==> config.mk <==
export PLATFORM = sky130hd
export DESIGN_NAME = oag_unit
export DESIGN_NICKNAME = d
export VERILOG_FILES = /design/src/core/oag_pkg.sv /design/src/core/oag_unit.sv
export VERILOG_INCLUDE_DIRS = /design/src /design/src/core
export SDC_FILE = /design/constraint.sdc
export NUM_CORES = 1
export LEC_CHECK = 0
export ABC_AREA = 1
export BUFFER_PORTS_ARGS = -buffer_cell sky130_fd_sc_hd__buf_2
export CORE_MARGIN = 2
export CORE_UTILIZATION = 35
export DETAILED_ROUTE_END_ITERATION = 7
export PLACE_DENSITY_LB_ADDON = 0.25
export SYNTH_ARGS = -nofsm -noshare
export SYNTH_HDL_FRONTEND = slang
export SYNTH_SLANG_ARGS = --single-unit
==> constraint.sdc <==
create_clock -name sys_clk -period 2.03 [get_ports sys_clk]
set_clock_uncertainty 0.2 [all_clocks]
set_input_delay 0.1015 -clock sys_clk [delete_from_list [all_inputs] [get_ports sys_clk]]
set_output_delay 0.1015 -clock sys_clk [all_outputs]
set_load 0.01 [all_outputs]
==> src/core/oag_cfg.svh <==
// Constants for the operand address generator: windows, encodings, bank count
`ifndef OAG_CFG_SVH
`define OAG_CFG_SVH

// Short direct window bounds and split point of the 8-bit field
`define OAG_SADDR_LO        16'hFE20
`define OAG_SADDR_HI        16'hFF1F
`define OAG_SADDR_SPLIT     8'h20
`define OAG_SADDR_UPPER7    7'h7F
// Special register page upper byte
`define OAG_SFR_PAGE        8'hFF
// Internal high-speed RAM window usable by the stack
`define OAG_HRAM_LO         16'hFE20
`define OAG_HRAM_HI         16'hFEFF
// Based-mode accumulator load opcode
`define OAG_OPC_LOAD_BASED  8'hAE
// Register and pair numbers inside the bank, starting with the implied accumulator
`define OAG_REG_ACC_BYTE    3'h1
`define OAG_PAIR_ACC        2'h0
`define OAG_PAIR_CNT        2'h1
`define OAG_PAIR_PTR_D      2'h2
`define OAG_PAIR_BASE       2'h3
// Byte registers used as index
`define OAG_REG_IDX_LO      3'h2
`define OAG_REG_IDX_HI      3'h3
// Bank count
`define OAG_NUM_BANKS       4

`endif

==> src/core/oag_pkg.sv <==
// Types shared by the operand address generator
package oag_pkg;

  // Addressing mode requested by the decoder, one-hot
  typedef enum logic [10:0] {
    OAG_MODE_IMPLIED  = 11'h001,
    OAG_MODE_REG8     = 11'h002,
    OAG_MODE_REG16    = 11'h004,
    OAG_MODE_DIRECT   = 11'h008,
    OAG_MODE_SHORT    = 11'h010,
    OAG_MODE_SFR      = 11'h020,
    OAG_MODE_INDIRECT = 11'h040,
    OAG_MODE_BASED    = 11'h080,
    OAG_MODE_BIDX     = 11'h100,
    OAG_MODE_STACK    = 11'h200,
    OAG_MODE_BANKSEL  = 11'h400
  } oag_mode_t;

  // Implied operation class
  typedef enum logic [3:0] {
    OAG_IMP_MUL  = 4'h1,
    OAG_IMP_DIV  = 4'h2,
    OAG_IMP_ADJ  = 4'h4,
    OAG_IMP_ROT  = 4'h8
  } oag_imp_t;

  // Address space targeted by the effective address
  typedef enum logic [2:0] {
    OAG_SPACE_NONE = 3'h1,
    OAG_SPACE_MEM  = 3'h2,
    OAG_SPACE_SFR  = 3'h4
  } oag_space_t;

endpackage

==> src/core/oag_unit.sv <==
// Operand address generator: forms register selects and effective addresses
//
// What this block does
// - Multiply: source accumulator byte, product to accumulator pair
// - Word divide uses accumulator pair both ways
// - Decimal adjust implicitly selects accumulator byte
// - Digit rotate implicitly selects accumulator byte
// - Register select combines bank bits with code
// - Three-bit opcode field picks byte register
// - Direct address is the 16-bit immediate unchanged
// - Short direct reaches FE20H to FF1FH window
// - Bit 8 set for fields 00H..1FH
// - Special register chosen by 8-bit field
// - Indirect address equals selected bank pointer pair
// - Based: base pair plus zero-extended offset
// - Based accumulator load is opcode plus offset
// - Based indexed: base plus index byte, wrap
// - Stack accesses addressed through stack pointer
// - Stack reaches internal high-speed RAM only
// - Four banks, chosen by bank-select instruction
`timescale 1ns/100ps
`include "oag_cfg.svh"

module oag_unit
  import oag_pkg::*;
(
  // Clock and reset
  input  wire logic        sys_clk,
  input  wire logic        arst_n,
  // Decoded request from the instruction decoder
  input  wire logic        req_valid,
  input  wire oag_mode_t   req_mode,
  input  wire oag_imp_t    req_imp,
  input  wire logic [7:0]  opcode,
  input  wire logic [7:0]  imm_lo,
  input  wire logic [7:0]  imm_hi,
  input  wire logic [2:0]  reg_code,
  input  wire logic [1:0]  pair_code,
  input  wire logic        index_hi_sel,
  input  wire logic [1:0]  new_bank,
  // Register file contents of the current bank and stack pointer
  input  wire logic [15:0] ptr_d_value,
  input  wire logic [15:0] base_value,
  input  wire logic [7:0]  index_lo_value,
  input  wire logic [7:0]  index_hi_value,
  input  wire logic [15:0] stack_ptr,
  // Bank state
  output logic             bank_select_bit0,
  output logic             bank_select_bit1,
  // Register file selects
  output logic             rf_valid,
  output logic [4:0]       rf_byte_sel,
  output logic [3:0]       rf_pair_sel,
  output logic             rf_pair_mode,
  output logic [3:0]       rf_dst_pair_sel,
  output logic             rf_dst_valid,
  // Memory and special register effective address
  output logic             ea_valid,
  output logic [15:0]      ea_addr,
  output oag_space_t       ea_space,
  output logic             ea_stack,
  output logic             stack_fault,
  output logic             based_load_hit
);

  ////////////////////////////////////////////////////////////////////////////
  // Bank state

  logic [1:0] bank;                // Active bank
  logic [1:0] bank_idx;            // Index prepared for register file
  logic [15:0] next_ea;            // Combinational effective address
  oag_space_t  next_space;         // Combinational target space
  logic        next_ea_valid;      // Combinational address valid
  logic        next_rf_valid;      // Combinational register access
  logic [2:0]  next_reg;           // Byte register inside bank
  logic [1:0]  next_pair;          // Pair inside bank
  logic        next_pair_mode;     // Access is 16-bit
  logic        next_dst;           // Separate destination pair used
  logic [1:0]  next_dst_pair;      // Destination pair inside bank
  logic [16:0] based_sum;          // Base plus offset, top bit dropped
  logic [16:0] bidx_sum;           // Base plus index, top bit dropped
  logic [7:0]  index_byte;         // Chosen index register

  // Bank changes only on the bank-select instruction
  always_ff @(posedge sys_clk or negedge arst_n)
  begin
    if (!arst_n)
    begin
      bank <= 2'h0;
    end
    else if (req_valid && req_mode == OAG_MODE_BANKSEL)
    begin
      bank <= new_bank;
    end
  end

  assign bank_select_bit0 = bank[0];
  assign bank_select_bit1 = bank[1];
  assign bank_idx         = bank;

  ////////////////////////////////////////////////////////////////////////////
  // Address arithmetic

  // Offsets are zero-extended; carry past bit 15 is thrown away
  assign based_sum  = {1'b0, base_value} + {9'h000, imm_lo};
  assign index_byte = index_hi_sel ? index_hi_value : index_lo_value;
  assign bidx_sum   = {1'b0, base_value} + {9'h000, index_byte};

  ////////////////////////////////////////////////////////////////////////////
  // Mode decode

  // One path per addressing mode; default keeps everything idle
  always_comb
  begin
    next_ea        = 16'h0000;
    next_space     = OAG_SPACE_NONE;
    next_ea_valid  = 1'b0;
    next_rf_valid  = 1'b0;
    next_reg       = 3'h0;
    next_pair      = 2'h0;
    next_pair_mode = 1'b0;
    next_dst       = 1'b0;
    next_dst_pair  = 2'h0;
    case (req_mode)
      OAG_MODE_IMPLIED:
      begin
        next_rf_valid = 1'b1;
        case (req_imp)
          OAG_IMP_MUL:
          begin
            // Source byte A, result into the accumulator pair
            next_reg      = `OAG_REG_ACC_BYTE;
            next_dst      = 1'b1;
            next_dst_pair = `OAG_PAIR_ACC;
          end
          OAG_IMP_DIV:
          begin
            next_pair_mode = 1'b1;
            next_pair      = `OAG_PAIR_ACC;
            next_dst       = 1'b1;
            next_dst_pair  = `OAG_PAIR_ACC;
          end
          OAG_IMP_ADJ:
          begin
            next_reg = `OAG_REG_ACC_BYTE;
          end
          OAG_IMP_ROT:
          begin
            next_reg = `OAG_REG_ACC_BYTE;
          end
          default:
          begin
            next_rf_valid = 1'b0;               // Unknown class, no access
          end
        endcase
      end
      OAG_MODE_REG8:
      begin
        next_rf_valid = 1'b1;
        next_reg      = opcode[2:0];
      end
      OAG_MODE_REG16:
      begin
        next_rf_valid  = 1'b1;
        next_pair_mode = 1'b1;
        next_pair      = pair_code;
      end
      OAG_MODE_DIRECT:
      begin
        next_ea_valid = 1'b1;
        next_ea       = {imm_hi, imm_lo};
        next_space    = OAG_SPACE_MEM;
      end
      OAG_MODE_SHORT:
      begin
        // Low fields wrap into the first special registers
        next_ea_valid = 1'b1;
        next_ea       = {`OAG_SADDR_UPPER7, (imm_lo < `OAG_SADDR_SPLIT), imm_lo};
        next_space    = (imm_lo < `OAG_SADDR_SPLIT) ? OAG_SPACE_SFR : OAG_SPACE_MEM;
      end
      OAG_MODE_SFR:
      begin
        next_ea_valid = 1'b1;
        next_ea       = {`OAG_SFR_PAGE, imm_lo};
        next_space    = OAG_SPACE_SFR;
      end
      OAG_MODE_INDIRECT:
      begin
        // Only the two pointer pairs may be used as address
        next_ea_valid = 1'b1;
        next_ea       = pair_code[0] ? base_value : ptr_d_value;
        next_space    = OAG_SPACE_MEM;
      end
      OAG_MODE_BASED:
      begin
        next_ea_valid = 1'b1;
        next_ea       = based_sum[15:0];
        next_space    = OAG_SPACE_MEM;
      end
      OAG_MODE_BIDX:
      begin
        next_ea_valid = 1'b1;
        next_ea       = bidx_sum[15:0];
        next_space    = OAG_SPACE_MEM;
      end
      OAG_MODE_STACK:
      begin
        next_ea_valid = 1'b1;
        next_ea       = stack_ptr;
        next_space    = OAG_SPACE_MEM;
      end
      default:
      begin
        next_ea_valid = 1'b0;                   // Bank select and idle
      end
    endcase
  end

  ////////////////////////////////////////////////////////////////////////////
  // Registered outputs

  // Register file selects carry the bank in their upper bits
  always_ff @(posedge sys_clk or negedge arst_n)
  begin
    if (!arst_n)
    begin
      rf_valid        <= 1'b0;
      rf_byte_sel     <= 5'h00;
      rf_pair_sel     <= 4'h0;
      rf_pair_mode    <= 1'b0;
      rf_dst_pair_sel <= 4'h0;
      rf_dst_valid    <= 1'b0;
    end
    else
    begin
      rf_valid        <= req_valid && next_rf_valid;
      rf_byte_sel     <= {bank_idx, next_reg};
      rf_pair_sel     <= {bank_idx, next_pair};
      rf_pair_mode    <= next_pair_mode;
      rf_dst_pair_sel <= {bank_idx, next_dst_pair};
      rf_dst_valid    <= req_valid && next_dst;
    end
  end

  // Effective address; stack use outside high-speed RAM is suppressed
  always_ff @(posedge sys_clk or negedge arst_n)
  begin
    if (!arst_n)
    begin
      ea_valid    <= 1'b0;
      ea_addr     <= 16'h0000;
      ea_space    <= OAG_SPACE_NONE;
      ea_stack    <= 1'b0;
      stack_fault <= 1'b0;
    end
    else
    begin
      ea_addr  <= next_ea;
      ea_space <= next_space;
      ea_stack <= req_valid && (req_mode == OAG_MODE_STACK);
      if (req_valid && req_mode == OAG_MODE_STACK &&
          (stack_ptr < `OAG_HRAM_LO || stack_ptr > `OAG_HRAM_HI))
      begin
        ea_valid    <= 1'b0;
        stack_fault <= 1'b1;
      end
      else
      begin
        ea_valid    <= req_valid && next_ea_valid;
        stack_fault <= 1'b0;
      end
    end
  end

  // Flags the based-mode accumulator load: opcode then offset byte
  always_ff @(posedge sys_clk or negedge arst_n)
  begin
    if (!arst_n)
    begin
      based_load_hit <= 1'b0;
    end
    else
    begin
      based_load_hit <= req_valid && req_mode == OAG_MODE_BASED &&
                        opcode == `OAG_OPC_LOAD_BASED;
    end
  end

  ////////////////////////////////////////////////////////////////////////////
  // Checks

  chk_bank_update: assert property (@(posedge sys_clk) disable iff (!arst_n)
    req_valid && req_mode == OAG_MODE_BANKSEL |=> bank == $past(new_bank))
    else $error("bank not taken from bank select");

  chk_direct_addr: assert property (@(posedge sys_clk) disable iff (!arst_n)
    req_valid && req_mode == OAG_MODE_DIRECT |=> ea_valid && ea_addr == {$past(imm_hi), $past(imm_lo)})
    else $error("direct address altered");

  chk_short_window: assert property (@(posedge sys_clk) disable iff (!arst_n)
    req_valid && req_mode == OAG_MODE_SHORT |=> ea_addr >= `OAG_SADDR_LO && ea_addr <= `OAG_SADDR_HI)
    else $error("short direct outside window");

  chk_short_bit8: assert property (@(posedge sys_clk) disable iff (!arst_n)
    req_valid && req_mode == OAG_MODE_SHORT |=> ea_addr[8] == ($past(imm_lo) < 8'h20))
    else $error("short direct bit 8 wrong");

  chk_sfr_page: assert property (@(posedge sys_clk) disable iff (!arst_n)
    req_valid && req_mode == OAG_MODE_SFR |=> ea_addr == {8'hFF, $past(imm_lo)} && ea_space == OAG_SPACE_SFR)
    else $error("special register address wrong");

  chk_based_wrap: assert property (@(posedge sys_clk) disable iff (!arst_n)
    req_valid && req_mode == OAG_MODE_BASED |=> ea_addr == 16'($past(base_value) + 16'($past(imm_lo))))
    else $error("based address wrong");

  chk_bidx_sum: assert property (@(posedge sys_clk) disable iff (!arst_n)
    req_valid && req_mode == OAG_MODE_BIDX && index_hi_sel
    |=> ea_addr == 16'($past(base_value) + 16'($past(index_hi_value))))
    else $error("based indexed address wrong");

  chk_stack_hram: assert property (@(posedge sys_clk) disable iff (!arst_n)
    ea_valid && ea_stack |-> ea_addr >= `OAG_HRAM_LO && ea_addr <= `OAG_HRAM_HI)
    else $error("stack outside high-speed RAM");

  chk_reg_bank: assert property (@(posedge sys_clk) disable iff (!arst_n)
    req_valid && req_mode == OAG_MODE_REG8 |=> rf_valid && rf_byte_sel == {$past(bank), $past(opcode[2:0])})
    else $error("byte register select wrong");

  chk_mul_implied: assert property (@(posedge sys_clk) disable iff (!arst_n)
    req_valid && req_mode == OAG_MODE_IMPLIED && req_imp == OAG_IMP_MUL
    |=> rf_dst_valid && rf_byte_sel[2:0] == 3'h1 && rf_dst_pair_sel[1:0] == 2'h0)
    else $error("multiply implied operands wrong");

  chk_div_implied: assert property (@(posedge sys_clk) disable iff (!arst_n)
    req_valid && req_mode == OAG_MODE_IMPLIED && req_imp == OAG_IMP_DIV
    |=> rf_pair_mode && rf_pair_sel[1:0] == 2'h0 && rf_dst_pair_sel[1:0] == 2'h0)
    else $error("divide implied operands wrong");

  chk_indirect_ptr: assert property (@(posedge sys_clk) disable iff (!arst_n)
    req_valid && req_mode == OAG_MODE_INDIRECT && !pair_code[0] |=> ea_addr == $past(ptr_d_value))
    else $error("indirect address wrong");

endmodule

Word level (Yosys, flattened, before mapping):

Index checks and enable logic that the tools add are counted.

* flip-flop bits (word level): 39
* output and inout bits: 41
* logic and storage cells: 66

* add/subtract/negate cells: 2
* order comparisons: 3
* equal/unequal tests: 16
* multiplexer cells: 17
* reduce and logical (&&, ||, !) cells: 15

Operators with widths (count)
* one-hot mux 16 bit (7 select lines): 1
* adder 16 x 8 -> 16 bit: 2
* > comparator 16 bit (second input constant): 1
* less-than comparator 16 bit (second input constant): 1
* 2-to-1 mux 16 bit: 1
* == test 11 x 1 -> 1 bit (second input constant): 1
* == test 11 x 10 -> 1 bit (second input constant): 1
* == test 11 bit (second input constant): 1
* == test 11 x 2 -> 1 bit (second input constant): 1
* == test 11 x 3 -> 1 bit (second input constant): 1
* == test 11 x 4 -> 1 bit (second input constant): 1
* == test 11 x 5 -> 1 bit (second input constant): 1
* == test 11 x 6 -> 1 bit (second input constant): 1
* == test 11 x 7 -> 1 bit (second input constant): 1
* == test 11 x 8 -> 1 bit (second input constant): 1
* == test 11 x 9 -> 1 bit (second input constant): 1
* one-hot mux 3 bit (3 select lines): 1
* == test 8 bit (second input constant): 1
* logical AND 1 bit: 8
* less-than comparator 8 x 6 -> 1 bit (second input constant): 1
* 2-to-1 mux 1 bit: 8
* 2-to-1 mux 8 bit: 1
* OR reduction 7 bit: 1
* one-hot mux 3 bit (2 select lines): 1
* other kinds (12): 14

Depth between registers and ports, before layout:

* depth after elaboration: 5
* gate-level depth with buffers: 18
* depth with buffers taken out: 17

Worst setup path before layout:

OpenSTA, ideal clock, no wires.

* path kind: input to register
* start point: input req_mode[7]
* end point: register ea_addr[4]
* setup time: 0.127 ns
* arrival: 2.152 ns
* data required time: 1.703 ns
* slack: -0.449 ns
* cell stages on the path: 15
* path buffers: 1
* path through: nor2_2 nand2_4 nor2_8 nand2_4 buf_2 nand2_1 o21ai_0 ha_1 fa_1 nand2_1 nand3_1 and2_1 or2_2 nand3_1 nand3b_1

* cells in the longest elaborated chain, start to end: 2

RTL lines
* start: declaration: RTL line oag_unit.sv:32 `input wire oag_mode_t req_mode,`
* == test 11 x 10 -> 1 bit (tied with other cells): RTL line oag_unit.sv:124 `case (req_mode)`
* one-hot mux 16 bit (7 select lines) *: RTL line oag_unit.sv:124
* named net next_ea[4]: RTL line oag_unit.sv:71 `logic [15:0] next_ea;`
* end signal: assignment: RTL line oag_unit.sv:258 `ea_addr <= next_ea;`
* end: declaration: RTL line oag_unit.sv:59 `output logic [15:0] ea_addr,`

The timed path passes the listed nets; every way through them passes the cells marked *.
A chain may end at the register's enable or synchronous reset.

Final worst setup path:

* start point: input req_mode[10]
* end point: register ea_addr[4]

Same word-level chain as after synthesis.

==> flow_metrics.env <==
export IMPL_drt_total_wl_mm=11.4
export IMPL_syn2layout_area_growth_pct=66.1
export IMPL_power_density_cell_area_nw_per_um2=366
export IMPL_maxSlewViolCount=0
export IMPL_die_height_um=97.7
export IMPL_critical_path_startpoint_type="primary input"
export IMPL_final_instance_count_excl_fill=820
export IMPL_synthesis_instances=476
export IMPL_synth_lib_cells_used_distinct=38
export IMPL_finish_net_count=837
export IMPL_layout_cells_most_common_list="143 x sky130_fd_sc_hd__buf_2, 140 x sky130_fd_sc_hd__nand2_1, 62 x sky130_fd_sc_hd__inv_1"
export IMPL_setup_total_negative_slack_ns=-0.148
export IMPL_clock_fmax_mhz=478
export IMPL_drive_above_1_share_pct=38.6
export IMPL_violation_count_after_the_first_detailed_routing_iteration=160
export IMPL_floorplan_die_area_sq_um=9550
export IMPL_relative_slew_margins_pct=46.3
export IMPL_floorplan_initialDensity_pct=35.6
export IMPL_overflow=0
export IMPL_clock_tree_root_cell="sky130_fd_sc_hd__clkbuf_8"
export IMPL_max_clock_path_buffers=2
export IMPL_n_antenna_cell=0
export IMPL_routedWlPerCell_um=14.0
export IMPL_grt_start_max_net_pins=36
export IMPL_ctsHtreeMaxLevel=2
export IMPL_hold_violations=0
export IMPL_yosys_area_top_type_share_pct=27.7
export IMPL_clkLatencyLatePin_ns=0.29
export IMPL_ant_nets=0
export IMPL_routability_congestion_estimate=0.995
export IMPL_dpl_hpwl_mm=8.25
export IMPL_grt_pass1_vias=3935
export IMPL_place_detailed_instances=750
export IMPL_synth_area_leader_cell="sky130_fd_sc_hd__dfrtp_1"
export IMPL_synth_flop_cell="sky130_fd_sc_hd__dfrtp_1"
export IMPL_worst_hold_slack_ns=0.0116
export IMPL_global_route_usage_met1_pct=28.6
export IMPL_grt_setup_unrepaired="yes"
export IMPL_gr_max_usage_layer="met2"
export IMPL_num_io_pins=155
export IMPL_avgViaCountPerCell=4.84
export IMPL_synth_top_cells_by_area="sky130_fd_sc_hd__dfrtp_1 28%, sky130_fd_sc_hd__nand2_1 20%, sky130_fd_sc_hd__inv_1 7.9%"
export IMPL_wire_length_of_the_first_global_routing_pass_mm=18.3
export IMPL_worst_path_max_fanout=6
export IMPL_synth_async_reset_ratio_pct=100
export IMPL_mean_cell_area_of_the_mapped_netlist_sq_um=6.46
export IMPL_grt_antenna_before_repair=0
export IMPL_placementRows=34
export IMPL_worst_setup_path_type="primary input to flip-flop"
export IMPL_groute_layer_met3_usage_pct=2.95
export IMPL_violations="negative setup slack"
export IMPL_layout_commonest_cell="sky130_fd_sc_hd__buf_2"
export IMPL_drt_pass1_iterations=5
export IMPL_io_buffer_count=149
export IMPL_signal_arrival_time_at_the_worst_endpoint_ns=2.06
export IMPL_layout_core_utilization_pct=59.1
export IMPL_syn_cell_area_sq_um=3070
export IMPL_cap_viol_max_count=0
export IMPL_hold_path_class="primary input to flip-flop"
export IMPL_tritoncts_num_sinks=35
export IMPL_dr_total_vias=3969
export IMPL_required_ns=2.00
export IMPL_ys_ff_latch=35
export IMPL_power_ir_vdd_worst_v=0.000219
export IMPL_placement_setup_worst_slack_ns=-0.571
export IMPL_setup_ws_post_layout_ns=-0.0608
export IMPL_period_share_pct=103
export IMPL_count_of_flip_flops_with_a_built_in_enable_after_synthesis=0
export IMPL_critical_path_endpoint_type="flip-flop"
export IMPL_tritoncts_clock_tree="built"
export IMPL_numCtsBuffers=5
export IMPL_placeable_core_region_sq_um=8640
export IMPL_die_w_um=97.7
export IMPL_max_slew_worst_pin_slew_ns=0.805
export IMPL_outcome="finished with violations"
export IMPL_leak_nw=3.04
export IMPL_grtUsageTotal_pct=23.2
export IMPL_drc_errors=0
export IMPL_report_final_setup_viol=6
export IMPL_final_min_clock_period_ns=2.09
export IMPL_clk_pin_slew_worst_paths_ns=0.07
export IMPL_grtUsageMet2_pct=40.6
export IMPL_yosysWarningCount=0
export IMPL_sequential_element_share_of_the_synthesized_area_pct=28.5
-- logic make-up (layout without fill, tap and decap cells) --
kind of cell    after synthesis  in the layout  synth area share (%)
fa+ha+maj                    12             12                  5.13
simple gates                295            296                  44.9
mux                           3              3                 0.977
other cells                   1              2                 0.122
compound gates               47             47                  8.34
buf+inv                      81            315                  11.4
xor+xnor                      2              2                 0.570
flops                        35             35                  28.5
-- area by class of cell --
cell class | count | area (sq um)
clock buffers | 7 | 86.3
clock inverters | 1 | 5.00
well taps | 108 | 135
repair buffers | 240 | 1610
flip-flops and latches | 35 | 877
inverters | 67 | 267
multi-input cells | 362 | 2130
fillers | 803 | 3530
-- path summary, 6_finish.rpt --
check / from / end / slack, ns / cells past startpoint
setup / recovery: req_mode[10] / ea_addr[4] / -0.06 / 14
hold / removal: ptr_d_value[7] / ea_addr[7] / 0.01 / 4
setup reg to reg: bank[1] / bank[1] / 1.02 / 3
hold reg to reg: bank[1] / rf_dst_pair_sel[3] / 0.22 / 0
max in group asynchronous: arst_n / ea_addr[13] / 0.88 / 2
min in group asynchronous: arst_n / rf_byte_sel[0] / 0.23 / 2
-- where the power goes --
part	internal, mW	switching [mW]
Clock	0.274	0.259
Sequential	0.699	0.000738
Combinational	0.316	0.322
-- per-layer routing --
| layer | part of all wire, % | up-vias | wire length, um |
|---|---|---|---|
| li1 | - | 1969 | - |
| met1 | 42 | 1820 | 4800 |
| met2 | 50 | 153 | 5740 |
| met3 | 5.1 | 27 | 581 |
| met4 | 2.9 | 0 | 331 |
| met5 | 0 | - | 0 |
-- registers in the layout, indices dropped and copies added, names as in the netlist --
register	count
rf_pair_mode	1
ea_valid	1
ea_stack	1
ea_space	3
bank	2
rf_pair_sel	3
rf_dst_valid	1
ea_addr	16
stack_fault	1
based_load_hit	1
rf_byte_sel	3
rf_dst_pair_sel	1
rf_valid	1
-- repair_timing --
| item | in CTS | in global routing |
|---|---|---|
| endpoints found under the hold margin | 63 | 0 |
| resized for setup | 37 | 51 |
| gates cloned | 1 | 0 |
| setup endpoints to repair | 12 | 14 |
| setup buffers | 9 | 1 |
| hold buffers | 52 | 0 |
| pin swaps | 26 | 29 |
-- worst max-delay path: stages --
cell,delay (ns)
sky130_fd_sc_hd__buf_4,0.13
sky130_fd_sc_hd__nor3_4,0.18
sky130_fd_sc_hd__buf_4,0.19
sky130_fd_sc_hd__nand2_8,0.08
sky130_fd_sc_hd__nand2_2,0.08
sky130_fd_sc_hd__o21ai_2,0.05
sky130_fd_sc_hd__ha_2,0.19
sky130_fd_sc_hd__fa_2,0.38
sky130_fd_sc_hd__nand2_2,0.07
sky130_fd_sc_hd__nand3_2,0.08
sky130_fd_sc_hd__and2_4,0.17
sky130_fd_sc_hd__or2_4,0.22
sky130_fd_sc_hd__nand3_2,0.05
sky130_fd_sc_hd__nand3b_1,0.07
-- synth_stat cells, types with 2 or more instances --
| cell | n |
|---|---|
| sky130_fd_sc_hd__dfrtp_1 | 34 |
| sky130_fd_sc_hd__a21oi_1 | 4 |
| sky130_fd_sc_hd__nor2_8 | 2 |
| sky130_fd_sc_hd__nor2_4 | 4 |
| sky130_fd_sc_hd__nand4_1 | 6 |
| sky130_fd_sc_hd__a21boi_0 | 3 |
| sky130_fd_sc_hd__or2_2 | 2 |
| sky130_fd_sc_hd__o21ai_0 | 34 |
| sky130_fd_sc_hd__buf_4 | 6 |
| sky130_fd_sc_hd__nor4_1 | 3 |
| sky130_fd_sc_hd__ha_1 | 11 |
| sky130_fd_sc_hd__mux2i_1 | 3 |
| sky130_fd_sc_hd__nand3_1 | 47 |
| sky130_fd_sc_hd__nand2_4 | 7 |
| sky130_fd_sc_hd__inv_2 | 2 |
| sky130_fd_sc_hd__nor3_1 | 9 |
| sky130_fd_sc_hd__inv_1 | 65 |
| sky130_fd_sc_hd__and2_1 | 2 |
| sky130_fd_sc_hd__xor2_1 | 2 |
| sky130_fd_sc_hd__buf_6 | 3 |
| sky130_fd_sc_hd__nand3b_1 | 8 |
| sky130_fd_sc_hd__clkbuf_1 | 4 |
| sky130_fd_sc_hd__nor2_1 | 37 |
| sky130_fd_sc_hd__nand2_1 | 164 |
-- stage by stage --
| stage | cell area (sq um) | power [mW] |
|---|---|---|
| finish | 5110 | 1.87 |
| global route | 5110 | 1.97 |
| CTS | 4890 | 1.82 |
| detailed placement | 4100 | 1.18 |
| global placement | 4100 | 1.18 |
| floorplan | 3100 | 0.931 |
No activity file was read; power rests on OpenSTA's default activity.
